### src/core/rba_defines.svh
`ifndef RBA_DEFINES_SVH
`define RBA_DEFINES_SVH

// Register indices within the bank
`define RBA_IDX_CTRL     3'h0
`define RBA_IDX_STATUS   3'h1
`define RBA_IDX_WCMD     3'h2
`define RBA_IDX_FLAGSET  3'h3
`define RBA_IDX_FLAGCLR  3'h4
`define RBA_IDX_DBGCTRL  3'h5

// Bit masks of the implemented bits in each register
`define RBA_CTRL_MASK    8'h3f
`define RBA_STATUS_MASK  8'h1f
`define RBA_WCMD_MASK    8'h0f
`define RBA_FLAG_MASK    8'hff
`define RBA_DBG_MASK     8'h03

// Field positions
`define RBA_CTRL_MODE_LSB 4
`define RBA_CTRL_MODE_MSB 5
`define RBA_STAT_MODE_LSB 0
`define RBA_STAT_MODE_MSB 1

// Reset values
`define RBA_CTRL_RST     8'h00
`define RBA_FLAG_RST     8'h00
`define RBA_DBG_RST      8'h00
`define RBA_WCMD_RST     8'h00

// Reserved encoding of the two-bit mode field
`define RBA_MODE_RSVD    2'h3

`endif

### src/core/rba_pkg.sv
package rba_pkg;

  typedef struct packed {
    logic       wr;
    logic       rd;
    logic [2:0] idx;
    logic [7:0] wdata;
  } rba_req_t;

  typedef struct packed {
    logic       valid;
    logic [7:0] rdata;
  } rba_rsp_t;

  typedef enum logic [1:0] {
    RBA_MODE_OFF  = 2'h0,
    RBA_MODE_ONE  = 2'h1,
    RBA_MODE_TWO  = 2'h2,
    RBA_MODE_RSVD = 2'h3
  } rba_mode_t;

endpackage

### src/core/rba_setclr.sv
`timescale 1ns/1ns
`include "rba_defines.svh"

module rba_setclr
  import rba_pkg::*;
#(
  parameter int WIDTH = 8
)
(
  input  wire logic             clk,
  input  wire logic             arst_n,
  input  wire logic             sw_rst,
  input  wire logic             set_we,
  input  wire logic [WIDTH-1:0] set_bits,
  input  wire logic             clr_we,
  input  wire logic [WIDTH-1:0] clr_bits,
  input  wire logic [WIDTH-1:0] hw_set,
  output logic      [WIDTH-1:0] value
);

  logic [WIDTH-1:0] stored;
  logic [WIDTH-1:0] next_stored;
  logic [WIDTH-1:0] set_m;
  logic [WIDTH-1:0] clr_m;

  always_comb
  begin
    set_m = set_we ? set_bits : '0;
    clr_m = clr_we ? clr_bits : '0;
    // Zeros in either alias leave bits alone; clear beats set
    next_stored = (stored | set_m | hw_set) & ~clr_m;
    if (sw_rst)
    begin
      next_stored = WIDTH'(`RBA_FLAG_RST);
    end
  end

  always_ff @(posedge clk or negedge arst_n)
  begin
    if (!arst_n)
    begin
      stored <= WIDTH'(`RBA_FLAG_RST);
    end
    else
    begin
      stored <= next_stored;
    end
  end

  assign value = stored;

  setclr_clear_wins_a: assert property (@(posedge clk)
    disable iff (!arst_n)
    (clr_we && !sw_rst) |=> ((stored & $past(clr_bits)) == '0))
    else $error("clear alias did not clear");

  setclr_set_holds_a: assert property (@(posedge clk)
    disable iff (!arst_n)
    (set_we && !clr_we && !sw_rst)
      |=> ((stored & $past(set_bits)) == $past(set_bits)))
    else $error("set alias did not set");

  // Bits that no alias targets with a one and no event sets must not move
  setclr_keep_a: assert property (@(posedge clk)
    disable iff (!arst_n)
    !sw_rst |=> (((stored ^ $past(stored))
                  & ~$past(set_m | clr_m | hw_set)) == '0))
    else $error("stored bits changed without write");

endmodule

### src/core/rba_rdmux.sv
`timescale 1ns/1ns
`include "rba_defines.svh"

module rba_rdmux
  import rba_pkg::*;
(
  input  wire logic [2:0] idx,
  input  wire logic [7:0] ctrl,
  input  wire logic [7:0] status,
  input  wire logic [7:0] flags,
  input  wire logic [7:0] dbg,
  output logic      [7:0] rdata
);

  always_comb
  begin
    case (idx)
      `RBA_IDX_CTRL:    rdata = ctrl & `RBA_CTRL_MASK;
      `RBA_IDX_STATUS:  rdata = status & `RBA_STATUS_MASK;
      // Write-only bits: reading yields zero, software must not rely on it
      `RBA_IDX_WCMD:    rdata = 8'h00;
      `RBA_IDX_FLAGSET: rdata = flags;
      `RBA_IDX_FLAGCLR: rdata = flags;
      `RBA_IDX_DBGCTRL: rdata = dbg & `RBA_DBG_MASK;
      default:          rdata = 8'h00;
    endcase
  end

endmodule

### src/core/rba_bank.sv
`timescale 1ns/1ns
`include "rba_defines.svh"

module rba_bank
  import rba_pkg::*;
(
  input  wire logic       clk,
  input  wire logic       arst_n,
  input  wire logic       sw_rst,
  input  rba_req_t        req,
  input  wire logic       set_also,
  input  wire logic [7:0] set_also_bits,
  input  wire logic [7:0] hw_events,
  input  wire logic [1:0] hw_status,
  output rba_rsp_t        rsp,
  output logic      [5:0] ctrl_out,
  output logic      [3:0] cmd_pulse,
  output logic      [7:0] flags_out,
  output logic      [1:0] dbg_out
);

  logic [7:0] ctrl;
  logic [7:0] next_ctrl;
  logic [7:0] dbg;
  logic [7:0] next_dbg;
  logic [3:0] next_cmd;
  logic [7:0] status;
  logic [7:0] next_status;
  logic [7:0] flags;
  logic [7:0] rdata;
  logic       set_we;
  logic       clr_we;
  rba_rsp_t   next_rsp;
  logic [7:0] also_m;

  function automatic logic hit(input rba_req_t r, input logic [2:0] i);
    hit = r.wr && (r.idx == i);
  endfunction

  // A reserved mode value is never shown in status[1:0]; it degrades to off there
  function automatic logic [1:0] safe_mode(input logic [1:0] m);
    safe_mode = (m == `RBA_MODE_RSVD) ? 2'(RBA_MODE_OFF) : m;
  endfunction

  // Implemented bits per register; everything else must read as zero
  function automatic logic [7:0] rd_mask(input logic [2:0] i);
    case (i)
      `RBA_IDX_CTRL:    rd_mask = `RBA_CTRL_MASK;
      `RBA_IDX_STATUS:  rd_mask = `RBA_STATUS_MASK;
      `RBA_IDX_FLAGSET: rd_mask = `RBA_FLAG_MASK;
      `RBA_IDX_FLAGCLR: rd_mask = `RBA_FLAG_MASK;
      `RBA_IDX_DBGCTRL: rd_mask = `RBA_DBG_MASK;
      default:          rd_mask = 8'h00;
    endcase
  endfunction

  assign set_we = hit(req, `RBA_IDX_FLAGSET) || set_also;
  // The agent's bits count only while its strobe is high, else a stale
  // value would ride along on every later software set
  assign also_m = set_also ? set_also_bits : 8'h00;
  assign clr_we = hit(req, `RBA_IDX_FLAGCLR);

  always_comb
  begin
    next_ctrl = ctrl;
    next_dbg  = dbg;
    next_cmd  = 4'h0;
    if (hit(req, `RBA_IDX_CTRL))
    begin
      // Reserved positions are dropped so they can never read back
      next_ctrl = req.wdata & `RBA_CTRL_MASK;
    end
    if (hit(req, `RBA_IDX_WCMD))
    begin
      next_cmd = req.wdata[3:0] & 4'(`RBA_WCMD_MASK);
    end
    if (hit(req, `RBA_IDX_DBGCTRL))
    begin
      next_dbg = req.wdata & `RBA_DBG_MASK;
    end
    if (sw_rst)
    begin
      next_ctrl = `RBA_CTRL_RST;
      next_cmd  = 4'(`RBA_WCMD_RST);
    end
    // Status tracks hw_status and the ctrl mode field; writes to its index are ignored
    next_status = {3'h0, ctrl[`RBA_CTRL_MODE_MSB:`RBA_CTRL_MODE_LSB] != 2'h0,
                   hw_status,
                   safe_mode(ctrl[`RBA_CTRL_MODE_MSB:`RBA_CTRL_MODE_LSB])
                   };
    next_rsp.valid = req.rd;
    next_rsp.rdata = req.rd ? rdata : 8'h00;
  end

  always_ff @(posedge clk or negedge arst_n)
  begin
    if (!arst_n)
    begin
      ctrl      <= `RBA_CTRL_RST;
      dbg       <= `RBA_DBG_RST;
      cmd_pulse <= 4'h0;
      status    <= 8'h00;
      rsp       <= '0;
    end
    else
    begin
      ctrl      <= next_ctrl;
      dbg       <= next_dbg;
      cmd_pulse <= next_cmd;
      status    <= next_status;
      rsp       <= next_rsp;
    end
  end

  assign ctrl_out  = ctrl[5:0];
  assign dbg_out   = dbg[1:0];
  assign flags_out = flags;

  rba_setclr #(
    .WIDTH (8)
  ) u_flags (
    .clk      (clk),
    .arst_n   (arst_n),
    .sw_rst   (sw_rst),
    .set_we   (set_we),
    .set_bits (hit(req, `RBA_IDX_FLAGSET) ? req.wdata | also_m
                                          : also_m),
    .clr_we   (clr_we),
    .clr_bits (req.wdata),
    .hw_set   (hw_events),
    .value    (flags)
  );

  rba_rdmux u_rdmux (
    .idx    (req.idx),
    .ctrl   (ctrl),
    .status (status),
    .flags  (flags),
    .dbg    (dbg),
    .rdata  (rdata)
  );

  bank_rw_store_a: assert property (@(posedge clk)
    disable iff (!arst_n)
    (hit(req, `RBA_IDX_CTRL) && !sw_rst)
      |=> (ctrl == ($past(req.wdata) & `RBA_CTRL_MASK)))
    else $error("read-write bit did not store");

  // A write to status must not stop it from following the live inputs
  bank_ro_ignore_a: assert property (@(posedge clk)
    disable iff (!arst_n)
    hit(req, `RBA_IDX_STATUS)
      |=> (status[7:5] == 3'h0 && status[3:2] == $past(hw_status)))
    else $error("read-only register altered");

  bank_rsvd_zero_a: assert property (@(posedge clk)
    disable iff (!arst_n)
    rsp.valid |-> ((rsp.rdata & ~rd_mask($past(req.idx))) == 8'h00))
    else $error("reserved bits read nonzero");

  bank_mode_legal_a: assert property (@(posedge clk)
    disable iff (!arst_n)
    status[`RBA_STAT_MODE_MSB:`RBA_STAT_MODE_LSB] != `RBA_MODE_RSVD)
    else $error("reserved mode shown");

  bank_swrst_a: assert property (@(posedge clk)
    disable iff (!arst_n)
    sw_rst |=> (ctrl == `RBA_CTRL_RST && dbg == $past(dbg)
                && flags == `RBA_FLAG_RST))
    else $error("software reset values wrong");

  bank_alias_same_a: assert property (@(posedge clk)
    disable iff (!arst_n)
    (req.rd && (req.idx == `RBA_IDX_FLAGSET
                || req.idx == `RBA_IDX_FLAGCLR))
      |=> (rsp.valid && rsp.rdata == $past(flags)))
    else $error("alias read mismatch");

  // A second command right behind the first replaces the pulse
  bank_wo_cmd_a: assert property (@(posedge clk)
    disable iff (!arst_n)
    (hit(req, `RBA_IDX_WCMD) && !sw_rst)
      |=> (cmd_pulse == $past(req.wdata[3:0])) ##1
          (cmd_pulse == 4'h0
           || $past(req.wr && req.idx == `RBA_IDX_WCMD)))
    else $error("write-only command not pulsed");

  bank_clr_wins_a: assert property (@(posedge clk)
    disable iff (!arst_n)
    (set_we && clr_we && !sw_rst)
      |=> ((flags & $past(req.wdata)) == 8'h00))
    else $error("clear did not win");

  cov_set_c:   cover property (@(posedge clk) hit(req, `RBA_IDX_FLAGSET));
  cov_clr_c:   cover property (@(posedge clk) set_we && clr_we);
  cov_swrst_c: cover property (@(posedge clk) sw_rst && dbg != 8'h00);
  cov_rsvd_c:  cover property (@(posedge clk)
    ctrl[5:4] == `RBA_MODE_RSVD);

endmodule

### config.mk
export PLATFORM = sky130hd
export DESIGN_NAME = rba_bank
export DESIGN_NICKNAME = d
export VERILOG_FILES = /design/src/core/rba_pkg.sv /design/src/core/rba_setclr.sv /design/src/core/rba_rdmux.sv /design/src/core/rba_bank.sv
export VERILOG_INCLUDE_DIRS = /design/src /design/src/core
export SDC_FILE = /design/constraint.sdc
export NUM_CORES = 1
export LEC_CHECK = 0
export ABC_AREA = 1
export BUFFER_PORTS_ARGS = -buffer_cell sky130_fd_sc_hd__buf_2
export CORE_MARGIN = 2
export CORE_UTILIZATION = 48
export DETAILED_ROUTE_END_ITERATION = 16
export PLACE_DENSITY = 0.81
export SLEW_MARGIN = 20
export SYNTH_ARGS = -nofsm -noshare
export SYNTH_HDL_FRONTEND = slang
export SYNTH_SLANG_ARGS = --single-unit
### constraint.sdc
create_clock -name clk -period 1 [get_ports clk]
set_input_delay 0.05 -clock clk [delete_from_list [all_inputs] [get_ports clk]]
set_output_delay 0.05 -clock clk [all_outputs]
set_load 0.05 [all_outputs]
==> results of run 1 <==
[flip-flops by register name, summed over array words and instances (netlist names)]
register       flops
rsp                9
dbg                2
status             5
u_flags.value      8
cmd_pulse          4
ctrl               6
[logic make-up after synthesis]
kind of cell / Yosys count / synth area share
AOI/OAI and AO/OA: 18 / 0.06393
buffers and inverters: 33 / 0.09055
DFF: 34 / 0.5175
and+or+nand+nor: 111 / 0.3280
[area by class of cell]
type | instances | area [um^2]
inverters | 28 | 106.4
fillers | 276 | 1003
well taps | 46 | 57.56
clock inverters | 1 | 5.005
multi-input cells | 129 | 661.9
clock buffers | 7 | 55.05
flip-flops and latches | 34 | 858.3
repair buffers | 79 | 563.0
[path summary, 6_finish.rpt]
path | end | slack (ns) | depth (start not counted)
worst max-delay path | ctrl_out[5] | 0.02 | 1
worst min-delay path | ctrl[5] | 0.004 | 3
worst max register to register | rsp[0] | 0.06 | 5
worst min register to register | status[0] | 0.52 | 1
max in group asynchronous | ctrl[1] | 0.39 | 3
min in group asynchronous | rsp[6] | 0.27 | 3
[where the power goes]
part | switching [mW] | leakage, nW | total, mW | internal (mW)
sequential | 0.0465 | 0.439 | 1.49 | 1.45
combinational | 0.506 | 0.771 | 0.763 | 0.257
clock | 0.432 | 0.0353 | 0.773 | 0.341
total | 0.985 | 1.25 | 3.03 | 2.04
[repair_timing]
item	in CTS	in global routing
buffers inserted	4	0
hold endpoints to repair	43	0
endpoints found under the setup margin	12	22
gates cloned	0	0
pin swaps	0	6
resized for setup	16	29
hold buffers	8	0
[layer usage]
layer | part of all wire | GRT usage
met3 | 0.047 | 0.04685
met2 | 0.51 | 0.3683
met4 | 0.036 | 0.1111
met5 | 0 | 0
met1 | 0.41 | 0.2889
[worst register-to-register path, stage by stage, from the launching register on]
cell and delay [ns]:
dfrtp_1 0.42, buf_6 0.13, nand3_2 0.06, nand3_2 0.05
nor2_1 0.10, nor2_1 0.05
[cells in the final DEF (no fill, tap or decap), types with 3 or more instances in the layout]
cell type | Yosys | routed
dlygate4sd3_1 | 0 | 8
nor3_1 | 4 | 4
nand3_1 | 32 | 29
buf_4 | 0 | 11
dfrtp_1 | 34 | 28
nor2_8 | 3 | 3
nand4_1 | 4 | 4
a21oi_1 | 7 | 7
buf_6 | 3 | 14
inv_2 | 4 | 4
buf_2 | 1 | 41
nand3_2 | 1 | 4
o21ai_1 | 8 | 8
inv_1 | 23 | 23
nand2_1 | 26 | 26
clkbuf_4 | 0 | 10
dfrtp_2 | 0 | 6
nor2_1 | 38 | 37
[metrics by stage]
stage                     TNS [ns]  cells
after floorplan           -0.01715    196
after global placement           0    304
after detailed placement         0    304
after CTS                        0    324
after global routing      -0.07981    324
final                            0    324
==> impl_metrics.env, run 1 <==
export IMPL_final_setup_viol_count=0
export IMPL_utilization=0.6969
export IMPL_die_h_um=62.53
export IMPL_r2r_start="ctrl[0]"
export IMPL_worstMarginPinSlew_ns=0.4224
export IMPL_grt_max_degree=35
export IMPL_io_pins=64
export IMPL_avgSynthCellArea_um2=8.388
export IMPL_place_congestion=0.7978
export IMPL_finalHoldViolations=0
export IMPL_rows=21
export IMPL_io_buffers=63
export IMPL_synth_distinct_cells=22
export IMPL_holdWs_ns=0.003907
export IMPL_cts_buffers=5
export IMPL_crit_path_cell_trace="buf_6"
export IMPL_cp_start_kind="register"
export IMPL_ctsLongestPathBuffers=2
export IMPL_critPathSlowestCell="dfrtp_1"
export IMPL_synth_top_cell_area_share=0.5175
export IMPL_yosysTopAreaCell="dfrtp_1"
export IMPL_crit_start="ctrl[5]"
export IMPL_finalCritPeriodShare=0.9806
export IMPL_cts_tree="built"
export IMPL_diodes=0
export IMPL_max_stage_delay_ns=0.43
export IMPL_finalNetCount=312
export IMPL_p_leak_nw=1.245
export IMPL_maxSlewViolCount=0
export IMPL_hp_start="req[5]"
export IMPL_yosysMostFrequentCell="nor2_1"
export IMPL_synth_fp_nets=231
export IMPL_crit_family="flip-flops"
export IMPL_syn2layout_area_growth_pct=40.33
export IMPL_p_per_area_mw_per_mm2=1313
export IMPL_total_power_mw=3.030
export IMPL_worst_path_max_fanout=4
export IMPL_pre_cts_slack_ns=0.03059
export IMPL_cts_sink_count=34
export IMPL_stdcell_area_mm2=0.002307
export IMPL_core_region_area_mm2=0.003311
export IMPL_wl_per_cell_um=12.94
export IMPL_route_detailed_drc=0
export IMPL_die_w_um=62.53
export IMPL_synth_seq_cells=34
export IMPL_dp_hpwl_mm=3.008
export IMPL_fmax_mhz=1020
export IMPL_grt_ovfl_total=0
export IMPL_yosysSeqAreaShare=0.5175
export IMPL_dpl_cell_area_mm2=0.002012
export IMPL_cp_required_ns=0.95
export IMPL_setup_ws_ns=0.01944
export IMPL_synthFlopType="dfrtp_1"
export IMPL_ys_top_cells_by_area="dfrtp_1 (52%), nand3_1 (9.7%), nor2_1 (8.7%), nand2_1 (5.9%), inv_1 (5.3%)"
export IMPL_drt_initial_drc_count=125
export IMPL_routed_wl_mm=4.191
export IMPL_die_area_mm2=0.003909
export IMPL_ys_warn_count=0
export IMPL_ys_top_cells_by_count="nor2_1 (38), dfrtp_1 (34), nand3_1 (32)"
export IMPL_maxCapViolations=0
export IMPL_fin_crit_ns=0.9806
export IMPL_clkLatencyLatePin_ns=0.33
export IMPL_clkTransAtPathRegs_ns=0.10
export IMPL_critPathKind="register to output port"
export IMPL_min_path_type="primary input to register"
export IMPL_rsz0062_at_grt="yes"
export IMPL_cp_end_kind="output port"
export IMPL_critPathBufInv=1
export IMPL_timing_slew_headroom=0.7184
export IMPL_outcome="finished clean"
export IMPL_ant_nets=0
export IMPL_grtUsageTotal=0.2267
export IMPL_synth_cells=196
export IMPL_antenna_found_initial=0
export IMPL_via_per_inst=4.944
export IMPL_drive_above_1_share=0.3669
export IMPL_synth_edf_count=0
export IMPL_syn_cell_area_mm2=0.001644
export IMPL_cp_arrival_ns=0.93
export IMPL_num_vias=1602
export IMPL_start_util=0.4966
export IMPL_synth_async_reset_ratio=1.000
export IMPL_dr_pass1_iters=5
export IMPL_grt_pass1_wl_mm=6.955
export IMPL_ir_worst_vdd_mv=0.8450
export IMPL_htree_num_levels=2
export IMPL_cts_root_buffer="clkbuf_4"
export IMPL_grt_pass1_vias=1546
export IMPL_fin_skew_ns=0.01061
Note: power is estimated with default switching activity, not from simulation.
==> run 2, diff against run 1 <==
--- a/config.mk
+++ b/config.mk
@@ -8,10 +8,13 @@
 export LEC_CHECK = 0
 export ABC_AREA = 1
 export BUFFER_PORTS_ARGS = -buffer_cell sky130_fd_sc_hd__buf_2
+export CELL_PAD_IN_SITES_DETAIL_PLACEMENT = 0
+export CELL_PAD_IN_SITES_GLOBAL_PLACEMENT = 1
 export CORE_MARGIN = 2
-export CORE_UTILIZATION = 48
+export CORE_UTILIZATION = 36
+export CTS_BUF_LIST = sky130_fd_sc_hd__clkbuf_8
 export DETAILED_ROUTE_END_ITERATION = 16
-export PLACE_DENSITY = 0.81
+export PLACE_DENSITY = 0.84
 export SLEW_MARGIN = 20
 export SYNTH_ARGS = -nofsm -noshare
 export SYNTH_HDL_FRONTEND = slang
==> impl_metrics.env, run 2 (synthesized netlist as in run 1, its figures left out) <==
export IMPL_outcome="finished clean"
export IMPL_antenna_found_initial=0
export IMPL_p_per_area_mw_per_mm2=1549
export IMPL_critPathSlowestCell="dfrtp_2"
export IMPL_drt_initial_drc_count=73
export IMPL_cts_sink_count=34
export IMPL_critPathBufInv=1
export IMPL_die_area_mm2=0.005124
export IMPL_rsz0062_at_grt="no"
export IMPL_grt_pass1_wl_mm=6.699
export IMPL_final_setup_viol_count=0
export IMPL_io_buffers=63
export IMPL_final_cell_mix="buf_2 (53), nor2_1 (38), nand3_1 (32), dfrtp_1 (28), nand2_1 (26)"
export IMPL_route_detailed_drc=0
export IMPL_finalHoldViolations=0
export IMPL_dr_pass1_iters=4
export IMPL_hp_start="req[0]"
export IMPL_holdWs_ns=0.04048
export IMPL_ir_worst_vdd_mv=0.9186
export IMPL_min_path_type="primary input to register"
export IMPL_fin_skew_ns=0.006758
export IMPL_largest_register_ffs=9
export IMPL_die_w_um=71.58
export IMPL_utilization=0.5054
export IMPL_clkLatencyLatePin_ns=0.29
export IMPL_total_power_mw=3.432
export IMPL_ant_nets=0
export IMPL_mostFrequentLayoutCell="buf_2"
export IMPL_fmax_mhz=1030
export IMPL_hold_end="ctrl[0]"
export IMPL_worst_path_max_fanout=3
export IMPL_rows=24
export IMPL_diodes=0
export IMPL_stdcell_area_mm2=0.002216
export IMPL_core_region_area_mm2=0.004384
export IMPL_cp_start_kind="register"
export IMPL_maxCapViolations=0
export IMPL_cts_root_buffer="clkbuf_8"
export IMPL_crit_family="flip-flops"
export IMPL_reg2reg_depth=4
export IMPL_p_leak_nw=1.217
export IMPL_clkTransAtPathRegs_ns=0.07
export IMPL_crit_path_cell_trace="clkbuf_4"
export IMPL_ctsLongestPathBuffers=2
export IMPL_hold_path_depth=3
export IMPL_maxSlewViolCount=0
export IMPL_grt_ovfl_total=0
export IMPL_fin_crit_ns=0.9707
export IMPL_via_per_inst=4.768
export IMPL_start_util=0.3750
export IMPL_dp_hpwl_mm=3.248
export IMPL_cts_buffers=5
export IMPL_io_pins=64
export IMPL_regToRegSetupSlack_ns=0.12
export IMPL_grtUsageTotal=0.1755
export IMPL_grt_max_degree=35
export IMPL_timing_slew_headroom=0.7511
export IMPL_post_cts_buffers=0
export IMPL_num_vias=1540
export IMPL_cp_end_kind="output port"
export IMPL_critPathKind="register to output port"
export IMPL_r2r_start="dbg[0]"
export IMPL_dpl_cell_area_mm2=0.002032
export IMPL_rr_endpoint="rsp[0]"
export IMPL_cp_arrival_ns=0.92
export IMPL_top_register="rsp"
export IMPL_wl_per_cell_um=13.00
export IMPL_finalCritPeriodShare=0.9707
export IMPL_cp_required_ns=0.95
export IMPL_num_fill_cells=443
export IMPL_die_h_um=71.58
export IMPL_place_congestion=0.8708
export IMPL_finalNetCount=305
export IMPL_drive_above_1_share=0.3506
export IMPL_worstMarginPinSlew_ns=0.3730
export IMPL_syn2layout_area_growth_pct=34.78
export IMPL_max_stage_delay_ns=0.42
export IMPL_htree_num_levels=2
export IMPL_cts_tree="built"
export IMPL_grt_pass1_vias=1453
export IMPL_routed_wl_mm=4.198
## run 2: cell types whose count changed in the layout (fill, tap and decap cells not counted), moves of 3 or more
cell / delta
nand3_2: -3
dlygate4sd3_1: -3
clkbuf_8: +4
buf_2: +12
buf_6: -14
nand3_1: +3
clkbuf_4: -7
## run 2: how the worst max path moves through the flow
| stage | from | to | slack [ns] | depth (start not counted) |
|---|---|---|---|---|
| after CTS | ctrl[1] | ctrl_out[1] | 0.001 | 1 |
| after detailed placement | req[10] | rsp[3] | -0.005 | 7 |
| after global placement | req[10] | rsp[3] | 0.02 | 7 |
| final | ctrl[2] | ctrl_out[2] | 0.03 | 1 |
| after floorplan | ctrl[0] | rsp[0] | -0.02 | 4 |
| after global routing | u_flags.value[1] | flags_out[1] | 0.001 | 1 |
## run 2: final cells by class
class,count,area (um^2),share of cell area
Clock buffer,5,68.82,0.03106
Inverter,28,106.4,0.04800
Multi-Input combinational cell,129,644.4,0.2908
Timing Repair Buffer,72,432.9,0.1954
Sequential cell,34,858.3,0.3874
Tap cell,52,65.06,0.02936
Clock inverter,3,40.04,0.01807
## run 2: through the flow
stage / setup TNS, ns / instances / setup WS [ns]
finish: 0 / 323 / 0.02930
global placement: 0 / 310 / 0.01927
global route: 0 / 323 / 0.001126
detailed placement: -0.005139 / 310 / -0.005139
CTS: 0 / 323 / 0.001472
floorplan: -0.01715 / 196 / -0.01715
## run 2: repair_timing
action | in CTS | in global routing
gates resized for setup | 2 | 13
hold buffers | 5 | 0
endpoints found under the hold margin | 41 | 0
endpoints found under the setup margin | 2 | 8
## run 2: where the power goes
part	internal, mW	switching [mW]
clock network	0.733	0.501
logic	0.211	0.499
registers	1.45	0.0402
total	2.39	1.04
## run 2: layer usage
metal | GRT usage | wire length (um)
met1 | 0.2314 | 1877
met2 | 0.2767 | 1993
met3 | 0.04219 | 249
met4 | 0.07547 | 77
met5 | 0 | 0
==> run 3, diff against run 2 <==
--- a/config.mk
+++ b/config.mk
@@ -13,6 +13,7 @@
 export CORE_MARGIN = 2
 export CORE_UTILIZATION = 36
 export CTS_BUF_LIST = sky130_fd_sc_hd__clkbuf_8
+export CTS_CLUSTER_SIZE = 8
 export DETAILED_ROUTE_END_ITERATION = 16
 export PLACE_DENSITY = 0.84
 export SLEW_MARGIN = 20
==> constraint.sdc (replaced) <==
create_clock -name clk -period 0.9 [get_ports clk]
set_input_delay 0.045 -clock clk [delete_from_list [all_inputs] [get_ports clk]]
set_output_delay 0.045 -clock clk [all_outputs]
set_load 0.05 [all_outputs]
==> impl_metrics.env, run 3 (synthesized netlist as in run 1, its figures left out) <==
export IMPL_maxCapViolations=0
export IMPL_min_path_type="primary input to register"
export IMPL_instances_no_fill=332
export IMPL_worst_path_max_fanout=3
export IMPL_routed_wl_mm=4.381
export IMPL_cp_end_kind="output port"
export IMPL_largest_register_ffs=9
export IMPL_htree_num_levels=2
export IMPL_r2r_start="ctrl[1]"
export IMPL_cp_arrival_ns=0.90
export IMPL_timing_slew_headroom=0.7979
export IMPL_dp_hpwl_mm=3.302
export IMPL_route_detailed_drc=0
export IMPL_grt_pass1_wl_mm=7.431
export IMPL_clkTransAtPathRegs_ns=0.08
export IMPL_die_area_mm2=0.005124
export IMPL_dp_cells=316
export IMPL_fin_skew_ns=0.005256
export IMPL_fmax_mhz=1060
export IMPL_wl_per_cell_um=13.20
export IMPL_ctsLongestPathBuffers=2
export IMPL_ir_worst_vdd_mv=0.7129
export IMPL_total_power_mw=3.768
export IMPL_grt_pass1_vias=1611
export IMPL_cts_tree="built"
export IMPL_critPathSlowestCell="dfrtp_2"
export IMPL_dpl_cell_area_mm2=0.002110
export IMPL_cp_start_kind="register"
export IMPL_drive_above_1_share=0.4286
export IMPL_rows=24
export IMPL_clkLatencyLatePin_ns=0.30
export IMPL_top_register="rsp"
export IMPL_die_h_um=71.58
export IMPL_worstMarginPinSlew_ns=0.3031
export IMPL_start_util=0.3750
export IMPL_io_pins=64
export IMPL_ant_nets=0
export IMPL_dr_pass1_iters=4
export IMPL_p_per_area_mw_per_mm2=1540
export IMPL_maxSlewViolCount=0
export IMPL_finalNetCount=314
export IMPL_die_w_um=71.58
export IMPL_final_cell_mix="nor2_1 (38), buf_2 (34), nand3_1 (28), nand2_1 (26), buf_6 (25)"
export IMPL_critPathKind="register to output port"
export IMPL_finalHoldViolations=0
export IMPL_violations="negative setup slack"
export IMPL_cts_sink_count=34
export IMPL_final_setup_viol_count=15
export IMPL_antenna_found_initial=0
export IMPL_grtUsageTotal=0.1889
export IMPL_cts_root_buffer="clkbuf_8"
export IMPL_cp_required_ns=0.85
export IMPL_via_per_inst=4.633
export IMPL_core_region_area_mm2=0.004384
export IMPL_place_congestion=0.7806
export IMPL_crit_family="flip-flops"
export IMPL_max_stage_delay_ns=0.44
export IMPL_p_leak_nw=1.268
export IMPL_critPathBufInv=1
export IMPL_hp_start="req[3]"
export IMPL_rsz0062_at_grt="yes"
export IMPL_grt_ovfl_total=0
export IMPL_drt_initial_drc_count=128
export IMPL_fin_crit_ns=0.9433
export IMPL_io_buffers=63
export IMPL_diodes=0
export IMPL_cts_buffers=5
export IMPL_crit_start="ctrl[1]"
export IMPL_outcome="finished with violations"
export IMPL_num_vias=1538
export IMPL_finalCritPeriodShare=1.048
export IMPL_mostFrequentLayoutCell="nor2_1"
export IMPL_setup_ws_ns=-0.04326
export IMPL_grt_max_degree=35
export IMPL_stdcell_area_mm2=0.002447
export IMPL_syn2layout_area_growth_pct=48.86
export IMPL_crit_path_cell_trace="buf_6"
==> run 3: cell count changes in the layout (fill, tap and decap cells not counted), moves of 3 or more <==
cell,delta
dfrtp_1,-10
nand3_2,+4
buf_2,-19
clkbuf_4,-3
dfrtp_2,+10
nand3_1,-4
buf_6,+25
buf_4,+6
==> run 3: path summary, 6_finish.rpt <==
| path | cells after the start | to | slack [ns] |
|---|---|---|---|
| worst max-delay path | 1 | ctrl_out[1] | -0.04 |
| worst min-delay path | 3 | cmd_pulse[3] | 0.006 |
| worst max register to register | 4 | rsp[1] | 0.03 |
| worst min register to register | 2 | dbg[1] | 0.54 |
| max in group asynchronous | 3 | u_flags.value[4] | 0.47 |
| min in group asynchronous | 3 | cmd_pulse[1] | 0.24 |
==> run 3: final cells by class <==
cell class | count | area, um^2
fill | 409 | 1937
sequential | 34 | 870.8
multi-input combinational | 129 | 668.1
timing repair buffer | 81 | 641.9
inverter | 28 | 106.4
clock buffer | 6 | 82.58
tap | 52 | 65.06
clock inverter | 2 | 12.51
==> run 3: power breakdown <==
| group | leakage, nW | internal (mW) | switching [mW] | total [mW] |
|---|---|---|---|---|
| registers | 0.426 | 1.61 | 0.0585 | 1.67 |
| clock network | 0.0472 | 0.615 | 0.593 | 1.21 |
| logic | 0.794 | 0.321 | 0.566 | 0.887 |
==> run 3: repair_timing <==
action,CTS,global route
hold buffers,5,0
setup endpoints to repair,29,27
gates resized for setup,49,7
buffers inserted,3,0
endpoints found under the hold margin,41,0
pin swaps,0,1
==> run 3: stage by stage <==
step / hold slack (ns) / utilization / worst slack, ns / setup TNS [ns]
global route: 0.008407 / 0.5582 / -0.05500 / -0.6123
detailed placement: 0.01668 / 0.4812 / -0.06853 / -0.8051
finish: 0.006498 / 0.5582 / -0.04326 / -0.3067
floorplan: -0.2506 / - / -0.03210 / -0.04049
global placement: 0.01294 / 0.4812 / -0.05342 / -0.5320
CTS: 0.01180 / 0.5531 / -0.04746 / -0.3981
==> run 3: metal layers <==
metal / global-route usage / routed length, um / part of all wire / vias to the layer above
li1: - / - / - / 788
met1: 0.2505 / 2014 / 0.46 / 703
met2: 0.2994 / 2066 / 0.47 / 40
met3: 0.03657 / 206 / 0.047 / 7
met4: 0.08805 / 94 / 0.021 / 0
met5: 0 / 0 / 0 / -
